<file path="config.mk">
export PLATFORM = sky130hd
export DESIGN_NAME = mdci_irq_mask
export DESIGN_NICKNAME = d
export VERILOG_FILES = /design/src/hw/mdci_pkg.sv /design/src/hw/mdci_slot_flag.sv /design/src/hw/mdci_apb_decode.sv /design/src/hw/mdci_irq_mask.sv
export SDC_FILE = /design/constraint.sdc
export NUM_CORES = 1
export LEC_CHECK = 0
export ABC_AREA = 1
export BUFFER_PORTS_ARGS = -buffer_cell sky130_fd_sc_hd__buf_2
export CORE_ASPECT_RATIO = 0.75
export CORE_MARGIN = 3
export CORE_UTILIZATION = 35
export DETAILED_ROUTE_END_ITERATION = 6
export GPL_TIMING_DRIVEN = 0
export PLACE_DENSITY_LB_ADDON = 0.3
export SYNTH_ARGS = -nofsm -noshare
export SYNTH_HDL_FRONTEND = slang
export SYNTH_SLANG_ARGS = --single-unit
</file>
<file path="constraint.sdc">
create_clock -name pclk -period 1 [get_ports pclk]
set_input_delay 0.15 -clock pclk [delete_from_list [all_inputs] [get_ports pclk]]
set_output_delay 0.15 -clock pclk [all_outputs]
set_load 0.02 [all_outputs]
</file>
<file path="src/hw/mdci_pkg.sv">
package mdci_pkg;

    // ***************************************************************
    // Register map
    // ***************************************************************
    localparam int          NUM_SLOTS       = 2;
    localparam logic [11:0] ADDR_RAW_EVENT  = 12'h000;
    localparam logic [11:0] ADDR_MASKED     = 12'h004;
    localparam logic [11:0] ADDR_ENABLE_SET = 12'h008;
    localparam logic [11:0] ADDR_ENABLE_CLR = 12'h00C;
    localparam logic [11:0] ADDR_CONTROL    = 12'h010;

    // ***************************************************************
    // Field positions and reset values
    // ***************************************************************
    localparam int          SLOT_LSB        = 0;
    localparam int          SLOT_MSB        = 1;
    localparam int          CTRL_TEST_BIT   = 0;
    localparam logic [1:0]  SLOT_RESET      = 2'h0;
    localparam logic [31:0] READ_ZERO       = 32'h0000_0000;

    // ***************************************************************
    // Bus access decode
    // ***************************************************************
    typedef enum logic [2:0] {
        MDCI_ACC_IDLE  = 3'h1,
        MDCI_ACC_WRITE = 3'h2,
        MDCI_ACC_READ  = 3'h4
    } mdci_acc_e;

endpackage

</file>
<file path="src/hw/mdci_slot_flag.sv">
`timescale 1ns/1ps

// One sticky event flag: a set in the same cycle as a clear wins.
module mdci_slot_flag (
    input  wire logic pclk,
    input  wire logic presetn,
    input  wire logic set_pulse,
    input  wire logic clear_pulse,
    output logic      flag
);
    logic flag_reg;

    always_ff @(posedge pclk or negedge presetn) begin
        if (!presetn) begin
            flag_reg <= 1'b0;
        end else if (set_pulse) begin
            flag_reg <= 1'b1;
        end else if (clear_pulse) begin
            flag_reg <= 1'b0;
        end
    end

    assign flag = flag_reg;
endmodule

</file>
<file path="src/hw/mdci_apb_decode.sv">
`timescale 1ns/1ps

// APB access qualifier: the slave always answers with zero wait states.
module mdci_apb_decode (
    input  wire logic        psel,
    input  wire logic        penable,
    input  wire logic        pwrite,
    input  wire logic [11:0] paddr,
    output mdci_pkg::mdci_acc_e acc,
    output logic             mapped
);
    import mdci_pkg::*;

    always_comb begin
        acc = MDCI_ACC_IDLE;
        if (psel && penable) begin
            acc = pwrite ? MDCI_ACC_WRITE : MDCI_ACC_READ;
        end
    end

    assign mapped = (paddr == ADDR_RAW_EVENT) || (paddr == ADDR_MASKED) ||
                    (paddr == ADDR_ENABLE_SET) ||
                    (paddr == ADDR_ENABLE_CLR) || (paddr == ADDR_CONTROL);
endmodule

</file>
<file path="src/hw/mdci_irq_mask.sv">
`timescale 1ns/1ps

// Contract
// - A masked bit is one only when its event is pending and enabled.
// - A one written to a masked bit clears its event; zero does nothing.
// - A one in an enable-set write enables that slot; zero does nothing.
// - A slot whose enable bit is zero never shows in the masked status.
// - A one in an enable-clear write masks its slot; zero does nothing.
// - Bit 0 of each event and enable register is slot zero and bit 1 is slot one; control bit 0 is the test bit.
// - Bits 31 to 2 of every register read zero and ignore writes, except control bits 9 and 8, which raise events in test mode.
// - After reset all enable bits and all pending events are zero.
// - A raw event sets as its command ends; a write of one clears it.
module mdci_irq_mask #(
    parameter int SLOTS = mdci_pkg::NUM_SLOTS
) (
    input  wire logic             pclk,
    input  wire logic             presetn,
    input  wire logic             psel,
    input  wire logic             penable,
    input  wire logic             pwrite,
    input  wire logic [11:0]      paddr,
    input  wire logic [31:0]      pwdata,
    output logic      [31:0]      prdata,
    output logic                  pready,
    output logic                  pslverr,
    input  wire logic [SLOTS-1:0] cmd_done_pulse,
    output logic                  cmd_done_irq
);
    import mdci_pkg::*;

    // ***************************************************************
    // Bus decode
    // ***************************************************************
    mdci_acc_e        acc;
    logic             mapped;
    logic             wr_hit;
    logic [SLOTS-1:0] wbits;
    logic [SLOTS-1:0] raw_clear;
    logic [SLOTS-1:0] raw_event;
    logic [SLOTS-1:0] enable_reg;
    logic [SLOTS-1:0] masked;
    logic [SLOTS-1:0] event_in;
    logic             test_mode_reg;
    logic [31:0]      rdata_next;
    logic [31:0]      prdata_reg;

    mdci_apb_decode u_decode (
        .psel    (psel),
        .penable (penable),
        .pwrite  (pwrite),
        .paddr   (paddr),
        .acc     (acc),
        .mapped  (mapped)
    );

    assign wr_hit = (acc == MDCI_ACC_WRITE);
    assign wbits  = pwdata[SLOTS-1:0];

    // Unmapped addresses are flagged so that a stray driver write is seen.
    assign pready  = 1'b1;
    assign pslverr = (acc != MDCI_ACC_IDLE) && !mapped;

    // ***************************************************************
    // Control register
    // ***************************************************************
    // A software test bit lets the flags be exercised without the state
    // machine, which helps bring-up at the cost of one extra register.
    always_ff @(posedge pclk or negedge presetn) begin
        if (!presetn) begin
            test_mode_reg <= 1'b0;
        end else if (wr_hit && paddr == ADDR_CONTROL) begin
            test_mode_reg <= pwdata[CTRL_TEST_BIT];
        end
    end

    // ***************************************************************
    // Raw completion events
    // ***************************************************************
    genvar i;
    generate
        for (i = 0; i < SLOTS; i++) begin : g_slot
            assign raw_clear[i] = wr_hit && wbits[i] &&
                                  (paddr == ADDR_RAW_EVENT ||
                                   paddr == ADDR_MASKED);
            assign event_in[i]  = cmd_done_pulse[i] ||
                                  (test_mode_reg && wr_hit &&
                                   paddr == ADDR_CONTROL &&
                                   pwdata[i + 8]);
            mdci_slot_flag u_flag (
                .pclk        (pclk),
                .presetn     (presetn),
                .set_pulse   (event_in[i]),
                .clear_pulse (raw_clear[i]),
                .flag        (raw_event[i])
            );
        end
    endgenerate

    // ***************************************************************
    // Enable bits
    // ***************************************************************
    always_ff @(posedge pclk or negedge presetn) begin
        if (!presetn) begin
            enable_reg <= SLOTS'(SLOT_RESET);
        end else if (wr_hit && paddr == ADDR_ENABLE_SET) begin
            enable_reg <= enable_reg | wbits;
        end else if (wr_hit && paddr == ADDR_ENABLE_CLR) begin
            enable_reg <= enable_reg & ~wbits;
        end
    end

    assign masked = raw_event & enable_reg;

    assign cmd_done_irq = |masked;

    // ***************************************************************
    // Read data
    // ***************************************************************
    always_comb begin
        rdata_next = READ_ZERO;
        case (paddr)
            ADDR_RAW_EVENT:  rdata_next[SLOTS-1:0] = raw_event;
            ADDR_MASKED:     rdata_next[SLOTS-1:0] = masked;
            ADDR_ENABLE_SET: rdata_next[SLOTS-1:0] = enable_reg;
            ADDR_ENABLE_CLR: rdata_next[SLOTS-1:0] = enable_reg;
            ADDR_CONTROL:    rdata_next[CTRL_TEST_BIT] = test_mode_reg;
            default:         rdata_next = READ_ZERO;
        endcase
    end

    // Read data is captured in the setup cycle so it stands in the access.
    always_ff @(posedge pclk or negedge presetn) begin
        if (!presetn) begin
            prdata_reg <= READ_ZERO;
        end else if (psel && !penable && !pwrite) begin
            prdata_reg <= rdata_next;
        end
    end

    assign prdata = prdata_reg;
endmodule

</file>
# After elaboration in Yosys (flattened, before gate mapping)
# Cells that the tools add are included.
[classes]
muxes = 10
n_reduce_logical = 30
n_bitwise = 4
n_eq_ne = 6
[op_table]
columns = ["op", "count"]
rows = [
  ["equality test 12 x 4 -> 1 bit, second input constant", 2],
  ["logical AND 1 bit", 15],
  ["equality test 12 x 3 -> 1 bit, second input constant", 1],
  ["equality test 12 x 5 -> 1 bit, second input constant", 1],
  ["logical NOT 12 bit", 1],
  ["logical OR 1 bit", 6],
  ["two-way mux 3 bit", 2],
  ["nonzero test 2 bit", 3],
  ["bitwise AND 2 bit", 2],
  ["two-way mux 1 bit", 4],
  ["two-way mux 2 bit", 2],
  ["case mux 1 bit (4 select lines)", 1],
  ["OR reduction 2 bit", 2],
  ["equality test 3 x 2 -> 1 bit, second input constant", 1],
  ["logical NOT 1 bit", 3],
  ["inequality test 3 x 1 -> 1 bit, second input constant", 1],
  ["case mux 1 bit (3 select lines)", 1],
  ["NOT 2 bit", 1],
  ["bitwise OR 2 bit", 1],
]
[totals]
in_bits = 51
regBits = 7

# Depth between registers and ports, before layout
[logic_depth]
ltp_word = 8
ltp_mapped = 10
mapped_depth_nobuf = 10

# Modules after synthesis
# A second synthesis with hierarchy kept.
[unflattened]
cells_unflattened = 138
hier_area_um2 = 885.8
[modules_own_cells]
columns = ["mod", "instances", "cells_per_inst", "seq_area_each_um2", "area_per_inst_um2"]
rows = [
  ["mdci_irq_mask", 1, 113, 125.1, 740.7],
  ["mdci_slot_flag", 2, 5, 25.0, 40.0],
  ["mdci_apb_decode", 1, 15, 0.0, 65.1],
]

# Worst setup path after synthesis
# No wires, ideal clock.
[synth_path]
kind = "input to output"
start = "input port paddr[11]"
end = "output port pslverr"
setup_slack_ps = -262
arrival_time_ps = 1112
stages = 7
path_buffers = 0
path_cell_list = "nor2_2 > nand2_2 > inv_2 > nand3_1 > nand2_1 > nor2_1 > nor3b_1"
[synth_via]
elab_chain_len = 7
word_cells_on_any_way = 11
classes_between = "4 x eq/ne; 7 x reduce/logical"
[synth_rtl]
columns = ["element", "line_no", "rtl"]
rows = [
  ["start: declaration", "mdci_irq_mask.sv:21", "input wire logic [11:0] paddr,"],
  ["equality test 12 x 3 -> 1 bit / logical NOT 12 bit (equally long branches)", "mdci_apb_decode.sv:21", "assign mapped = (paddr == ADDR_RAW_EVENT) || (paddr == ADDR_MASKED) ||"],
  ["logical OR 1 bit (2 in a row)", "mdci_apb_decode.sv:21", ""],
  ["logical OR 1 bit", "mdci_apb_decode.sv:22", "(paddr == ADDR_ENABLE_SET) ||"],
  ["logical OR 1 bit *", "mdci_apb_decode.sv:23", "(paddr == ADDR_ENABLE_CLR) || (paddr == ADDR_CONTROL);"],
  ["logical NOT 1 bit *", "mdci_irq_mask.sv:61", "assign pslverr = (acc != MDCI_ACC_IDLE) && !mapped;"],
  ["logical AND 1 bit *", "mdci_irq_mask.sv:61", ""],
  ["end: declaration", "mdci_irq_mask.sv:25", "output logic pslverr,"],
]
# Mark *: on every way between the ends. The rest lies on a longest branch, timed or not.

# Final worst setup path
[layout_path]
start = "input port paddr[2]"
end = "output port pslverr"
# The elaborated chain is that of the path after synthesis.

==> results.sh <==
export IMPL_status="finished, violations left"
export IMPL_violations="setup timing"
export IMPL_maxCapViolations=0
export IMPL_cp_required_ps=850
export IMPL_drc=0
export IMPL_syn_area_um2=833
export IMPL_avgSynthCellArea_um2=6.51
export IMPL_netlist_top_cells_area="buf_4, dfrtp_1, nand2_1"
export IMPL_finalWorstSetupSlack_ps=-225
export IMPL_clock_sinks=7
export IMPL_start_kind="primary input"
export IMPL_critPathKind="in -> out"
export IMPL_cts_tree="built"
export IMPL_vias=922
export IMPL_finalClockSkew_ps=3.29
export IMPL_grt_remaining_overflow=0
export IMPL_cellLeakagePower_nw=0.796
export IMPL_grt_pass1_vias=749
export IMPL_crit_top_cell="nor2_2"
export IMPL_fp_dieW_um=62.3
export IMPL_hold_violations=0
export IMPL_viasPerCell=4.03
export IMPL_power_density_nw_per_um2=681
export IMPL_fin_cells=229
export IMPL_place_inst=215
export IMPL_place_port_buffers=26
export IMPL_rows=14
export IMPL_ys_seq_elements=7
export IMPL_grt_first_pass_wirelength_um=3150
export IMPL_synth_top_area_share_pct=27.9
export IMPL_numCtsBuffers=3
export IMPL_final_cell_mix="buf_4, conb_1, nand2_1, buf_2, inv_1"
export IMPL_grt_max_degree=8
export IMPL_ys_seq_area_share_pct=21.0
export IMPL_clk_latency_ps=250
export IMPL_cts_root_buf="clkbuf_4"
export IMPL_layout_nets=249
export IMPL_crit_chain="buf_4 > nor2_2 > nand2_4 > nor2_2 > nand2_1 > nand2_2 > nor3b_4 > buf_6"
export IMPL_clk_pin_slew_ps=50
export IMPL_totalWireLength_um=2280
export IMPL_antenna_found_initial=0
export IMPL_cts_buffer_depth=2
export IMPL_htreeDepth=1
export IMPL_wl_per_cell_um=9.94
export IMPL_r2r_cells=7
export IMPL_start_util_pct=39.0
export IMPL_layout_commonest_cell="buf_4"
export IMPL_firstDrtPassIters=4
export IMPL_setup_viol=2
export IMPL_chipHeight_um=48.3
export IMPL_diodes=0
export IMPL_io_pins=86
export IMPL_end_kind="output port"
export IMPL_yosysWarnings=0
export IMPL_min_period_over_period_pct=122
export IMPL_core_area_um2=2140
export IMPL_die_area_um2=3010
export IMPL_slew_violations=0
export IMPL_slowest_delay_ps=140
export IMPL_grt_setup_unrepaired="true"
export IMPL_fin_tns_setup_ps=-320
export IMPL_holdCritPathClass="in -> reg"
export IMPL_whs_ps=84.6
export IMPL_first_iter_violations=42
export IMPL_place_hpwl_um=1720
export IMPL_synth_area_leader_cell="buf_4"
export IMPL_syn_inst=128
export IMPL_cp_arrival_ps=1070
export IMPL_crit_slowest_cell="nor2_2"
export IMPL_path_max_fanout=3
export IMPL_antenna_left=0
export IMPL_max_freq_mhz=817
export IMPL_fin_crit_ps=1220
export IMPL_min_path_cells=2
export IMPL_drive_gt1_share_pct=48.2
export IMPL_ys_types=20
export IMPL_grt_usage_pct=13.7
export IMPL_area_delta_synth_final_pct=59.2
export IMPL_ir_worst_vdd_uv=572
export IMPL_gp_congestion=0.822
## final timing paths
path / slack, ps / from / end
worst max-delay path: -220 / paddr[2] / pslverr
worst min-delay path: 80 / cmd_done_pulse[1] / g_slot[1].u_flag.flag
worst max register to register: 0 / g_slot[0].u_flag.flag / prdata[0]
worst min register to register: 480 / prdata[0] / prdata[0]
max in group asynchronous: 580 / presetn / prdata[0]
min in group asynchronous: 260 / presetn / async pin
## worst max-delay path: cells and delay by family
kind	cells	cell delay, ps
simple gates	6	680
buf+inv	2	250
## per-stage QoR
| stage | setup slack (ps) | utilization (%) | total power, mW | cell area [um^2] |
|---|---|---|---|---|
| finish | -225 | 62.1 | 0.904 | 1330 |
| global route | -304 | 62.1 | 0.960 | 1330 |
| CTS | -250 | 58.3 | 0.887 | 1240 |
| detailed placement | -325 | 53.6 | 0.610 | 1150 |
| global placement | -292 | 53.6 | 0.605 | 1150 |
| floorplan | -0.812 | - | 0.539 | 976 |
## final cells by class
| type | instances | area [um^2] |
|---|---|---|
| plain buffers | 31 | 233 |
| clock buffers | 3 | 22.5 |
| clock inverters | 1 | 5.00 |
| fillers | 203 | 811 |
| inverters | 16 | 62.6 |
| multi-input cells | 103 | 541 |
| flip-flops and latches | 7 | 175 |
| well taps | 32 | 40.0 |
| repair buffers | 36 | 248 |
## cells by family (layout without fill, tap and decap cells)
kind of cell	count (synthesis)	in the layout	share of synthesized area, %
compound gates	3	3	1.80
buf+inv	47	87	35.1
flops	7	7	21.0
other cells	2	31	0.901
simple gates	69	69	41.1
## power breakdown
| part | internal (mW) | switching (mW) |
|---|---|---|
| Sequential | 0.284 | 0.000190 |
| Combinational | 0.159 | 0.204 |
| Clock | 0.146 | 0.111 |
## cell usage after synthesis
cell      instances
nand3_1          12
nand2_4           1
nand3b_1          3
buf_4            31
nand4_1           3
nor4_1            1
inv_1            14
nor3b_1           1
dfrtp_1           7
nor3_1            1
conb_1            2
nor2_2            5
o21ai_0           1
inv_2             2
o21ai_1           2
nand2_1          30
nor3_4            1
nand2_2           1
nor2_4            1
nor2_1            9
## routing by layer
metal,wire [um],GRT usage (%)
met5,0,0
met4,0,0
met3,249,6.68
met2,1100,24.4
met1,931,16.5
## what timing repair did
| item | in CTS | in global routing |
|---|---|---|
| pin swaps | 6 | 9 |
| gates resized for setup | 6 | 19 |
| setup endpoints to repair | 2 | 6 |
| hold buffers | 1 | 0 |
| setup buffers | 5 | 5 |
| hold endpoints to repair | 7 | 0 |
(Power assumes the default switching activity.)
